<file path="config.mk">
export PLATFORM = sky130hd
export DESIGN_NAME = dacc_core
export DESIGN_NICKNAME = d
export VERILOG_FILES = /design/src/pkg/dacc_pkg.sv /design/src/logic/dacc_core.sv
export SDC_FILE = /design/constraint.sdc
export NUM_CORES = 1
export LEC_CHECK = 0
export ABC_CLOCK_PERIOD_IN_PS = 2160
export BUFFER_PORTS_ARGS = -buffer_cell sky130_fd_sc_hd__buf_2
export CAP_MARGIN = 20
export CORE_AREA = 10 10 78 97
export CTS_BUF_LIST = sky130_fd_sc_hd__clkbuf_4
export DETAILED_ROUTE_END_ITERATION = 6
export DIE_AREA = 0 0 88 107
export PLACE_DENSITY = 0.75
export SETUP_SLACK_MARGIN = 0.1
export SLEW_MARGIN = 20
export SYNTH_ARGS = -nofsm -noshare
export SYNTH_HDL_FRONTEND = slang
export SYNTH_SLANG_ARGS = --single-unit
</file>
<file path="constraint.sdc">
create_clock -name clk -period 2.16 [get_ports clk]
set_input_delay 0.324 -clock clk [delete_from_list [all_inputs] [get_ports clk]]
set_output_delay 0.324 -clock clk [all_outputs]
set_load 0.01 [all_outputs]
</file>
<file path="src/pkg/dacc_pkg.sv">
package dacc_pkg;

  // Register indices (printed offsets); byte address is four times the index
  localparam logic [1:0] DACC_IDX_CONTROL = 2'h0;
  localparam logic [1:0] DACC_IDX_VALUE   = 2'h1;
  localparam logic [1:0] DACC_IDX_STATUS  = 2'h2;

  // Control field positions
  localparam int DACC_BIT_ENABLE  = 0;
  localparam int DACC_BIT_PIN_BUF = 6;
  localparam int DACC_BIT_KEEP    = 7;
  localparam logic [7:0] DACC_CTRL_MASK = 8'h00_C1;

  // Reset values
  localparam logic [7:0] DACC_CONTROL_RST = 8'h00_00;
  localparam logic [7:0] DACC_VALUE_RST   = 8'h00_00;

  // Start-up interval before a conversion after power-up, in ns
  localparam int DACC_STARTUP_NS = 1000;
  localparam int DACC_CLK_NS     = 8;
  localparam int DACC_STARTUP_CYC =
    (DACC_STARTUP_NS + DACC_CLK_NS - 1) / DACC_CLK_NS;
  localparam int DACC_CNT_W = 8;

  typedef enum logic [1:0] {
    DACC_OFF,
    DACC_STARTUP,
    DACC_RUN
  } dacc_mode_e;

  typedef struct packed {
    logic       wb_ack;
    logic [7:0] control;
    logic [7:0] value;
    logic [7:0] level;
    logic       pending;
    dacc_mode_e mode;
    logic [DACC_CNT_W-1:0] cnt;
    logic       core_on;
    logic       buf_on;
    logic       internal_on;
    logic       start;
    logic [31:0] rdata;
  } dacc_state_s;

endpackage : dacc_pkg

</file>
<file path="src/logic/dacc_core.sv">
`timescale 1ns/1ns
// Functional notes
// RL1: Control bit 0 switches the converter on when set, off when cleared.
// RL2: While enabled, each data write starts a conversion at once.
// RL3: While disabled, data write only stores; conversion starts on enable.
// RL4: Control bit 6 powers output buffer and routes output to pin.
// RL5: Internal comparator and converter see output whenever enabled.
// RL6: Bit 7 set with clock running keeps converter active in standby.
// RL7: Bit 7 clear: standby stops conversion, converter and buffer off.
// RL8: After standby, converter and buffer return after a start-up wait; here pin_buffer_on is back next cycle, conversions and internal_out_valid wait.
// RL9: Power-down sleep always turns converter and buffer off.
// RL10: Data register at offset 1 is 8-bit read/write, reset zero.
// RL11: Debug halt leaves converter state and output unchanged.
// RL12: Only instance zero has a pin output driver.
// RL13: Software sets reference, output usage, data, then enables last.
// RL14: Control bits 5 to 1 read zero and ignore writes.
// RL15: No interrupts, no events, no change protection.
module dacc_core
  import dacc_pkg::*;
#(
  parameter int INSTANCE = 0
) (
  input  wire logic        clk,
  input  wire logic        rst_n,
  input  wire logic        wb_cyc_i,
  input  wire logic        wb_stb_i,
  input  wire logic        wb_we_i,
  input  wire logic [31:0] wb_adr_i,
  input  wire logic [31:0] wb_dat_i,
  input  wire logic [3:0]  wb_sel_i,
  output logic      [31:0] wb_dat_o,
  output logic             wb_ack_o,
  input  wire logic        sleep_standby,
  input  wire logic        sleep_powerdown,
  input  wire logic        per_clk_running,
  input  wire logic        debug_halt,
  output logic             core_power,
  output logic             pin_buffer_on,
  output logic             internal_out_valid,
  output logic [7:0]       conversion_level,
  output logic             conversion_start
);

  dacc_state_s           r;
  dacc_state_s           next_r;

  logic                  cyc_stb;
  logic                  sel_low;
  logic                  req;
  logic                  wr;
  logic                  rd;
  logic [1:0]            idx;
  logic [7:0]            wdata_byte;
  logic                  upper_zero;
  logic                  aligned;
  logic                  in_map;
  logic                  hit_control;
  logic                  hit_value;
  logic                  hit_status;
  logic                  read_control;
  logic                  read_value;
  logic                  read_status;
  logic                  wr_control;
  logic                  wr_value;

  logic [7:0]            control_in;
  logic [7:0]            control_next;
  logic                  enable_bit;
  logic                  pin_bit;
  logic                  keep_bit;
  logic                  enable_rise;
  logic                  keep_running;
  logic                  standby_stop;
  logic                  powerdown_stop;
  logic                  want_on;
  logic                  pin_allowed;

  logic                  cnt_done;
  logic [DACC_CNT_W-1:0] cnt_inc;
  logic                  pend_set;
  logic                  pend_now;
  logic                  in_off;
  logic                  in_startup;
  logic                  in_run;
  logic                  go_startup;
  logic                  go_run;
  logic                  cnt_step;
  logic                  load_level;
  logic                  will_run;

  logic                  status_core;
  logic                  status_run;
  logic                  status_pend;
  logic [7:0]            status_word;

  assign cyc_stb = wb_cyc_i
    && wb_stb_i;

  assign sel_low = wb_sel_i[0];

  // Ack is low when a request is taken, so a held strobe is answered every other cycle
  assign req = cyc_stb
    && !r.wb_ack;

  assign wr = req
    && wb_we_i
    && sel_low;

  assign rd = req
    && !wb_we_i;

  assign idx = wb_adr_i[3:2];

  assign wdata_byte = wb_dat_i[7:0];

  assign upper_zero = (wb_adr_i[31:4] == 28'h000_0000);

  assign aligned = (wb_adr_i[1:0] == 2'h0);

  // Unmapped words are still acked so a stray access cannot hang the bus
  assign in_map = upper_zero
    && aligned;

  assign hit_control = in_map
    && (idx == DACC_IDX_CONTROL);

  assign hit_value = in_map
    && (idx == DACC_IDX_VALUE);

  assign hit_status = in_map
    && (idx == DACC_IDX_STATUS);

  assign read_control = rd
    && hit_control;

  assign read_value = rd
    && hit_value;

  assign read_status = rd
    && hit_status;

  assign wr_control = wr
    && hit_control;

  assign wr_value = wr
    && hit_value; // RL10

  // Reserved control bits are cut per bit before they reach any state
  for (genvar b = 0; b < 8; b++) begin : g_ctrl_bit
    if (DACC_CTRL_MASK[b]) begin : g_used
      assign control_in[b] = wdata_byte[b]; // RL1 RL4 RL6
    end else begin : g_reserved
      assign control_in[b] = 1'b0; // RL14
    end
  end

  // Control word as it stands once this cycle's write has landed
  assign control_next = wr_control
    ? control_in
    : r.control; // RL1

  assign enable_bit = control_next[DACC_BIT_ENABLE]; // RL1

  assign pin_bit = control_next[DACC_BIT_PIN_BUF]; // RL4

  assign keep_bit = control_next[DACC_BIT_KEEP]; // RL6

  // Writing a one to enable asks for a conversion, even when already on
  assign enable_rise = wr_control
    && wdata_byte[DACC_BIT_ENABLE]; // RL3

  // The keep bit only helps while the peripheral clock still runs
  assign keep_running = keep_bit
    && per_clk_running; // RL6

  assign standby_stop = sleep_standby
    && !keep_running; // RL7

  assign powerdown_stop = sleep_powerdown; // RL9

  // Debug halt is no input to this: the converter runs on through it
  assign want_on = enable_bit // RL1 RL11
    && !powerdown_stop // RL9
    && !standby_stop; // RL7

  // Only the first instance has a pin driver at all
  assign pin_allowed = (INSTANCE == 0); // RL12

  assign cnt_done = (r.cnt == DACC_CNT_W'(DACC_STARTUP_CYC - 1)); // RL8

  assign cnt_inc = r.cnt + 1'b1;

  assign in_off = (r.mode == DACC_OFF);

  assign in_startup = (r.mode == DACC_STARTUP);

  assign in_run = (r.mode == DACC_RUN);

  // A stop keeps pending data, so it converts after the next start-up
  assign pend_set = wr_value
    || enable_rise; // RL2 RL3

  assign pend_now = r.pending
    || pend_set; // RL3

  assign go_startup = in_off
    && want_on; // RL8

  assign go_run = in_startup
    && want_on
    && cnt_done; // RL8

  assign cnt_step = in_startup
    && want_on
    && !cnt_done; // RL8

  assign load_level = in_run
    && want_on
    && pend_now; // RL2

  assign will_run = go_run
    || (in_run && want_on); // RL5

  assign status_core = r.core_on;

  assign status_run = in_run;

  assign status_pend = r.pending;

  assign status_word = {5'h00,
    status_pend,
    status_run,
    status_core};

  always_comb begin
    next_r = r;
    next_r.wb_ack = req;
    next_r.start = 1'b0;
    next_r.control = control_next; // RL14

    if (wr_value) begin
      next_r.value = wdata_byte; // RL10
    end

    if (load_level) begin
      next_r.pending = 1'b0;
    end else if (pend_set) begin
      next_r.pending = 1'b1; // RL2 RL3
    end

    unique case (r.mode)
      DACC_OFF: begin
        if (go_startup) begin
          next_r.mode = DACC_STARTUP; // RL8
          next_r.cnt = '0;
        end
      end

      DACC_STARTUP: begin
        if (!want_on) begin
          next_r.mode = DACC_OFF; // RL7 RL9
        end else if (go_run) begin
          next_r.mode = DACC_RUN; // RL8
        end else if (cnt_step) begin
          next_r.cnt = cnt_inc;
        end
      end

      DACC_RUN: begin
        if (!want_on) begin
          next_r.mode = DACC_OFF; // RL7 RL9
        end else if (load_level) begin
          next_r.level = next_r.value; // RL2
          next_r.start = 1'b1; // RL2
        end
      end

      default: begin
        next_r.mode = DACC_OFF;
      end
    endcase

    next_r.core_on = want_on; // RL1 RL9
    next_r.internal_on = will_run; // RL5
    // Buffer follows core power so it drops in sleep as well
    next_r.buf_on = want_on
      && pin_bit
      && pin_allowed; // RL4 RL8 RL12

    // No interrupt or event lines and no unlock sequence exist here
    next_r.rdata = 32'h0000_0000; // RL15
    if (read_control) begin
      next_r.rdata = {24'h00_0000,
        r.control}; // RL14
    end

    if (read_value) begin
      next_r.rdata = {24'h00_0000,
        r.value}; // RL10
    end

    if (read_status) begin
      next_r.rdata = {24'h00_0000,
        status_word};
    end
  end

  always_ff @(posedge clk) begin
    if (!rst_n) begin
      r.wb_ack <= 1'b0;
      r.control <= DACC_CONTROL_RST;
      r.value <= DACC_VALUE_RST;
      r.level <= DACC_VALUE_RST;
      r.pending <= 1'b0;
      r.mode <= DACC_OFF;
      r.cnt <= '0;
      r.core_on <= 1'b0;
      r.buf_on <= 1'b0;
      r.internal_on <= 1'b0;
      r.start <= 1'b0;
      r.rdata <= 32'h0000_0000;
    end else begin
      r <= next_r;
    end
  end

  assign wb_dat_o = r.rdata;

  assign wb_ack_o = r.wb_ack;

  assign core_power = r.core_on;

  assign pin_buffer_on = r.buf_on;

  assign internal_out_valid = r.internal_on;

  assign conversion_level = r.level;

  assign conversion_start = r.start;

endmodule : dacc_core

</file>
---- Yosys cells after proc, flatten, opt, wreduce, memory -nomap -nowiden ----
Cells that the tools add are included.
word-level totals
  flip-flop bits (word level) ............. 67
  output and inout bits ................... 45
operators by class
  $add $sub $neg .......................... 1
  equal/unequal tests ..................... 11
  muxes and demuxes ....................... 15
  bitwise logic cells ..................... 1
  reductions and logical operators ........ 47
operator list
  cell                 count
  $mux 8               7
  $logic_not 28->1     1
  $logic_and 1x1->1    26
  $pmux 8 s2           1
  $mux 10              1
  $reduce_and 3->1     3
  $add 8x1->8 const B  1
  $eq 8x7->1 const B   1
  $logic_not 1->1      6
  $logic_not 2->1      3
  $mux 2               3
  $ne 2x2->1 const B   3
  $pmux 2 s3           1
  $reduce_and 5->1     1
  $eq 2x1->1 const B   2
  $eq 2x2->1 const B   2
  $ne 2x1->1 const B   2
  $reduce_or 2->1      2
  $logic_or 1x1->1     3
  $mux 3               1
  $ne 3x2->1 const B   1
  $reduce_or 3->1      1
  $reduce_bool 2->1    1
  $mux 1               1
  $not 1->1            1

---- Logic depth before layout (Yosys ltp) ----
  depth after elaboration ................. 17
  mapped depth ............................ 8
  depth with buffers taken out ............ 8

---- Worst setup path after synthesis ----
Ideal clock, no wire load.
  path type ............................... in2reg
  from .................................... in wb_adr_i[7]
  to ...................................... reg r (netlist bit conversion_level[0])
  arrival time ............................ 2.177 ns
  slack ................................... -0.139 ns
  cell stages on the path ................. 6
  path buffers ............................ 0
  cells stage by stage .................... nor4_2 nand4_2 nor4_4 mux2i_1 nor2_8 mux2_4
between the ends
  longest elaborated chain between the ends .. 13
  elaborated cells between the ends (all ways) .. 20
  classes of those cells .................. mux (2); reduce/logical (18)
RTL lines
  item                               line              text
  start: declaration                 dacc_core.sv:28   input wire logic [31:0] wb_adr_i,
  $logic_not 28->1 *                 dacc_core.sv:116  assign upper_zero = (wb_adr_i[31:4] == 28'h000_0000);
  $logic_and 1x1->1 *                dacc_core.sv:122  && aligned;
  $logic_and 1x1->1                  dacc_core.sv:125  && (idx == DACC_IDX_CONTROL);
  $logic_and 1x1->1                  dacc_core.sv:143  && hit_control;
  $mux 8                             dacc_core.sv:159  ? control_in
  $logic_and 1x1->1                  dacc_core.sv:174  && per_clk_running;
  $logic_not 1->1                    dacc_core.sv:177  && !keep_running;
  $logic_and 1x1->1                  dacc_core.sv:177
  $logic_not 1->1                    dacc_core.sv:184  && !standby_stop;
  $logic_and 1x1->1                  dacc_core.sv:184
  $logic_and 1x1->1                  dacc_core.sv:218  && want_on
  $logic_and 1x1->1                  dacc_core.sv:219  && pend_now;
  $reduce_and 3->1 (no source line)  n/a
  end signal: assignment             dacc_core.sv:323  r <= next_r;
  end: declaration                   dacc_core.sv:44   dacc_state_s r;
Every way passes the cells marked *; elsewhere a longest branch is shown, timed or not.
A chain may end at the register's enable or synchronous reset.

---- Worst setup path in the final report ----
  from .................................... reg r (netlist bit wb_ack_o)
  to ...................................... reg r (netlist bit conversion_level[7])
between the ends
  longest elaborated chain between the ends .. 14
  elaborated cells between the ends (all ways) .. 20
  classes of those cells .................. mux (2); reduce/logical (18)
RTL lines
  item                               line              text
  $logic_not 1->1 *                  dacc_core.sv:103  && !r.wb_ack;
  $logic_and 1x1->1 *                dacc_core.sv:103
  $logic_and 1x1->1 *                dacc_core.sv:106  && wb_we_i
  $logic_and 1x1->1 *                dacc_core.sv:107  && sel_low;
  $logic_and 1x1->1                  dacc_core.sv:143
  $mux 8                             dacc_core.sv:159
  $logic_and 1x1->1                  dacc_core.sv:174
  $logic_not 1->1                    dacc_core.sv:177
  $logic_and 1x1->1                  dacc_core.sv:177
  $logic_not 1->1                    dacc_core.sv:184
  $logic_and 1x1->1                  dacc_core.sv:184
  $logic_and 1x1->1                  dacc_core.sv:218
  $logic_and 1x1->1                  dacc_core.sv:219
  $reduce_and 3->1 (no source line)  n/a
Marked as above.

==> impl_metrics.prom <==
# TYPE chip_impl_metric gauge
chip_impl_metric{name="dieHeight",unit="µm"} 107
chip_impl_metric{name="clock_skew",unit="ps"} 5.527
chip_impl_metric{name="die_w",unit="µm"} 88
chip_impl_metric{name="cts-buffers-inserted",unit=""} 5
chip_impl_info{name="yosysTopAreaCell",value="sky130_fd_sc_hd__dfxtp_1"} 1
chip_impl_info{name="combinational_family_with_the_most_area_after_synthesis",value="simple AND/OR/NAND/NOR gates"} 1
chip_impl_metric{name="core_area",unit="mm²"} 0.005702
chip_impl_metric{name="syn_area_per_cell",unit="µm²"} 9.507
chip_impl_metric{name="number_of_global_route_vias_before_repair",unit=""} 1824
chip_impl_metric{name="multiInputGateArea",unit="mm²"} 0.001265
chip_impl_metric{name="globalRouteMet2Util",unit="%"} 18.91
chip_impl_metric{name="synth_seq_area_share",unit="%"} 37.11
chip_impl_metric{name="ys_ff_latch",unit=""} 43
chip_impl_metric{name="grt_first_pass_wirelength",unit="µm"} 8604
chip_impl_metric{name="groute.layer.met1.usage",unit="%"} 11.49
chip_impl_metric{name="cp_data_arrival_time",unit="ps"} 2250
chip_impl_metric{name="synth_simple_gate_area_share",unit="%"} 29.34
chip_impl_metric{name="drive_gt1_share",unit="%"} 38.91
chip_impl_metric{name="viasPerCell",unit=""} 4.806
chip_impl_metric{name="hold_buffers",unit=""} 0
chip_impl_metric{name="clkSlewWorstSetupHoldPaths",unit="ps"} 130
chip_impl_metric{name="proportion_of_netlist_area_held_by_the_largest_area_contributor",unit="%"} 37.11
chip_impl_metric{name="grt_remaining_overflow",unit=""} 0
chip_impl_metric{name="num_io_pins",unit=""} 122
chip_impl_metric{name="cp.required",unit="ps"} 2420
chip_impl_metric{name="yosysWarningCount",unit=""} 0
chip_impl_metric{name="dp.cells",unit=""} 368
chip_impl_metric{name="synth_adder_area_share",unit="%"} 1.079
chip_impl_metric{name="power.ir.vdd_worst",unit="V"} 0.0002372
chip_impl_info{name="status",value="finished, final reports clean"} 1
chip_impl_metric{name="max_freq",unit="MHz"} 501.5
chip_impl_metric{name="postSynth.asyncResetShare",unit="%"} 0
chip_impl_metric{name="grt.total_usage",unit="%"} 11.14
chip_impl_metric{name="detailroute.via_count",unit=""} 1812
chip_impl_metric{name="finalCoreUtilization",unit="%"} 48.47
chip_impl_metric{name="synth_cells",unit=""} 244
chip_impl_metric{name="final_antenna_net_count",unit=""} 0
chip_impl_info{name="timing_worst_setup_path_type",value="flop to flop"} 1
chip_impl_metric{name="pre_cts_slack",unit="ps"} -196.1
chip_impl_metric{name="routed_wire_length",unit="µm"} 5365
chip_impl_metric{name="placementRows",unit=""} 31
chip_impl_metric{name="fp.dieArea",unit="mm²"} 0.009416
chip_impl_metric{name="power",unit="mW"} 1.424
chip_impl_metric{name="dpl_cell_area",unit="mm²"} 0.002665
chip_impl_metric{name="setup_ws",unit="ps"} 166.0
chip_impl_info{name="tritoncts",value="yes"} 1
chip_impl_info{name="yosysMostFrequentCell",value="sky130_fd_sc_hd__dfxtp_1"} 1
chip_impl_metric{name="clock_sink_count",unit=""} 43
chip_impl_metric{name="stdcell_count",unit=""} 377
chip_impl_metric{name="power_density",unit="mW/mm²"} 515.3
chip_impl_metric{name="drtPass1Iterations",unit=""} 4
chip_impl_info{name="yosys-top-cells-count",value="sky130_fd_sc_hd__dfxtp_1 (43), sky130_fd_sc_hd__buf_4 (40), sky130_fd_sc_hd__nor2b_1 (18)"} 1
chip_impl_info{name="ys_top_cells_by_area",value="sky130_fd_sc_hd__dfxtp_1 (37%), sky130_fd_sc_hd__buf_4 (13%), sky130_fd_sc_hd__mux2i_1 (6.9%)"} 1
chip_impl_metric{name="hold_viol",unit=""} 0
chip_impl_metric{name="nets",unit=""} 389
chip_impl_metric{name="cts.htree.levels",unit=""} 2
chip_impl_info{name="globalRoute.busiestLayer",value="met2"} 1
chip_impl_info{name="hp-class",value="input pin to flop"} 1
chip_impl_info{name="crit_path_end_kind",value="flop"} 1
chip_impl_metric{name="report.final.setup_viol",unit=""} 0
chip_impl_metric{name="diodes",unit=""} 0
chip_impl_metric{name="gr-usage-met3",unit="%"} 5.455
chip_impl_metric{name="sequential_cell_area",unit="µm²"} 860.8
chip_impl_metric{name="number_of_buffer_cells_added_on_primary_ports",unit=""} 69
chip_impl_metric{name="synth-xor-area-share",unit="%"} 0
chip_impl_metric{name="route.detailed.drc",unit=""} 0
chip_impl_metric{name="final.period_utilization",unit="%"} 92.31
chip_impl_info{name="ctsRootBufferMaster",value="sky130_fd_sc_hd__clkbuf_4"} 1
chip_impl_metric{name="synthesized_area_fraction_occupied_by_ao_oa_aoi_and_oai_cells",unit="%"} 5.502
chip_impl_metric{name="initial_core_util",unit="%"} 40.68
chip_impl_metric{name="cellLeakagePower",unit="nW"} 1.231
chip_impl_metric{name="initial_drc_count",unit=""} 55
chip_impl_metric{name="layout.filler_cells",unit=""} 563
chip_impl_metric{name="dp_hpwl",unit="µm"} 4384
chip_impl_metric{name="post_synth_instance_area",unit="mm²"} 0.002320
chip_impl_metric{name="synthMuxAreaShare",unit="%"} 12.08
chip_impl_metric{name="number_of_flops_mapped_to_enable_cells_by_yosys",unit=""} 0
chip_impl_metric{name="synth_cell_types",unit=""} 38
chip_impl_metric{name="grt_max_degree",unit=""} 25
chip_impl_metric{name="clk_path_buf_depth",unit=""} 2
chip_impl_metric{name="wl_per_cell",unit="µm"} 14.23
chip_impl_metric{name="timing.final.max_slew_violations",unit=""} 0
chip_impl_metric{name="cp_max_fo",unit=""} 9
chip_impl_metric{name="clkLatencyLatePin",unit="ps"} 360
chip_impl_info{name="worstSetupStartpointType",value="flop"} 1
chip_impl_metric{name="fin_worst_hold_slack",unit="ps"} 269.6
chip_impl_metric{name="synthToLayoutAreaGrowth",unit="%"} 19.15
chip_impl_info{name="grt_setup_unrepaired",value="true"} 1
chip_impl_metric{name="initial_antenna_violation_count",unit=""} 0
chip_impl_metric{name="maxCapViolations",unit=""} 0
chip_impl_info{name="dominant_register_cell_in_the_synthesized_netlist",value="sky130_fd_sc_hd__dfxtp_1"} 1
chip_impl_metric{name="layout.cell_area.non_filler",unit="mm²"} 0.002764
chip_impl_metric{name="setup-tns-final",unit="ps"} 0
chip_impl_metric{name="place.gp.congestion",unit=""} 0.7473
chip_impl_metric{name="minimum_period_implied_by_the_final_worst_setup_slack",unit="ps"} 1994
repair_timing:
action / CTS / global route
resized for setup: 1 / 2
gates cloned: 0 / 0
setup buffers: 0 / 1
setup endpoints to repair: 8 / 9
worst max-delay path, stage by stage, from the launching register on:
cell,delay [ps]
sky130_fd_sc_hd__dfxtp_1,330
sky130_fd_sc_hd__and3b_2,240
sky130_fd_sc_hd__nand4_2,110
sky130_fd_sc_hd__buf_4,190
sky130_fd_sc_hd__nor4_4,120
sky130_fd_sc_hd__buf_4,180
sky130_fd_sc_hd__mux2i_4,320
sky130_fd_sc_hd__nor2_8,100
sky130_fd_sc_hd__mux2_4,310
power breakdown:
group	internal, mW	leakage [nW]	switching (mW)
Clock	0.244	0.0452	0.270
Sequential	0.794	0.346	0.000242
Combinational	0.0495	0.840	0.0666
sequential cells by signal, indices dropped and copies added, names as in the netlist:
signal / flops
pin_buffer_on: 1
wb_ack_o: 1
status_pend: 1
conversion_start: 1
internal_out_valid: 1
core_power: 1
r: 21
conversion_level: 8
wb_dat_o: 8
cells by family (layout without fill, tap and decap cells):
logic type,after synthesis,after routing
other,1,24
AO/OA/AOI/OAI,19,19
buffers and inverters,51,95
flip-flops,43,43
multiplexers,24,24
adder cells (fa/ha/maj),2,2
AND/OR/NAND/NOR,104,104
routing by layer:
metal / part of all wire, % / up-vias
met3: 13 / 10
met5: 0 / -
li1: - / 903
met2: 50 / 69
met1: 36 / 830
met4: 1.8 / 0
path summary, 6_finish.rpt:
path                     from             endpoint  slack, ps  cells after the start
setup / recovery     wb_ack_o  conversion_level[7]        170                      8
hold / removal    wb_dat_i[3]                r[58]        270                      3
setup reg to reg     wb_ack_o  conversion_level[7]        170                      8
hold reg to reg         r[59]          wb_dat_o[4]        470                      1
cell type report:
cell class / instances / area share (%)
multi-input combinational: 173 / 45.77
sequential: 43 / 31.15
timing repair buffer: 82 / 16.48
tap: 66 / 2.988
clock inverter: 3 / 1.584
clock buffer: 5 / 1.358
inverter: 5 / 0.6790
cells in the final DEF (no fill, tap or decap), types with 2 or more instances in the layout:
cell type,count
sky130_fd_sc_hd__buf_4,12
sky130_fd_sc_hd__nor3_1,3
sky130_fd_sc_hd__nand4b_1,3
sky130_fd_sc_hd__clkbuf_4,5
sky130_fd_sc_hd__inv_1,5
sky130_fd_sc_hd__nand3_1,7
sky130_fd_sc_hd__nor4_4,5
sky130_fd_sc_hd__o22ai_1,6
sky130_fd_sc_hd__mux2_4,8
sky130_fd_sc_hd__conb_1,24
sky130_fd_sc_hd__dfxtp_1,43
sky130_fd_sc_hd__nor2_1,15
sky130_fd_sc_hd__nand3b_1,3
sky130_fd_sc_hd__nor2b_1,18
sky130_fd_sc_hd__mux2i_1,14
sky130_fd_sc_hd__nand4_1,3
sky130_fd_sc_hd__a21oi_1,7
sky130_fd_sc_hd__and2_1,13
sky130_fd_sc_hd__a22oi_1,2
sky130_fd_sc_hd__nand2_1,15
sky130_fd_sc_hd__buf_2,69
sky130_fd_sc_hd__ha_1,2
sky130_fd_sc_hd__nor4_2,4
sky130_fd_sc_hd__nand2b_1,3
No activity file was read; power rests on OpenSTA's default activity.
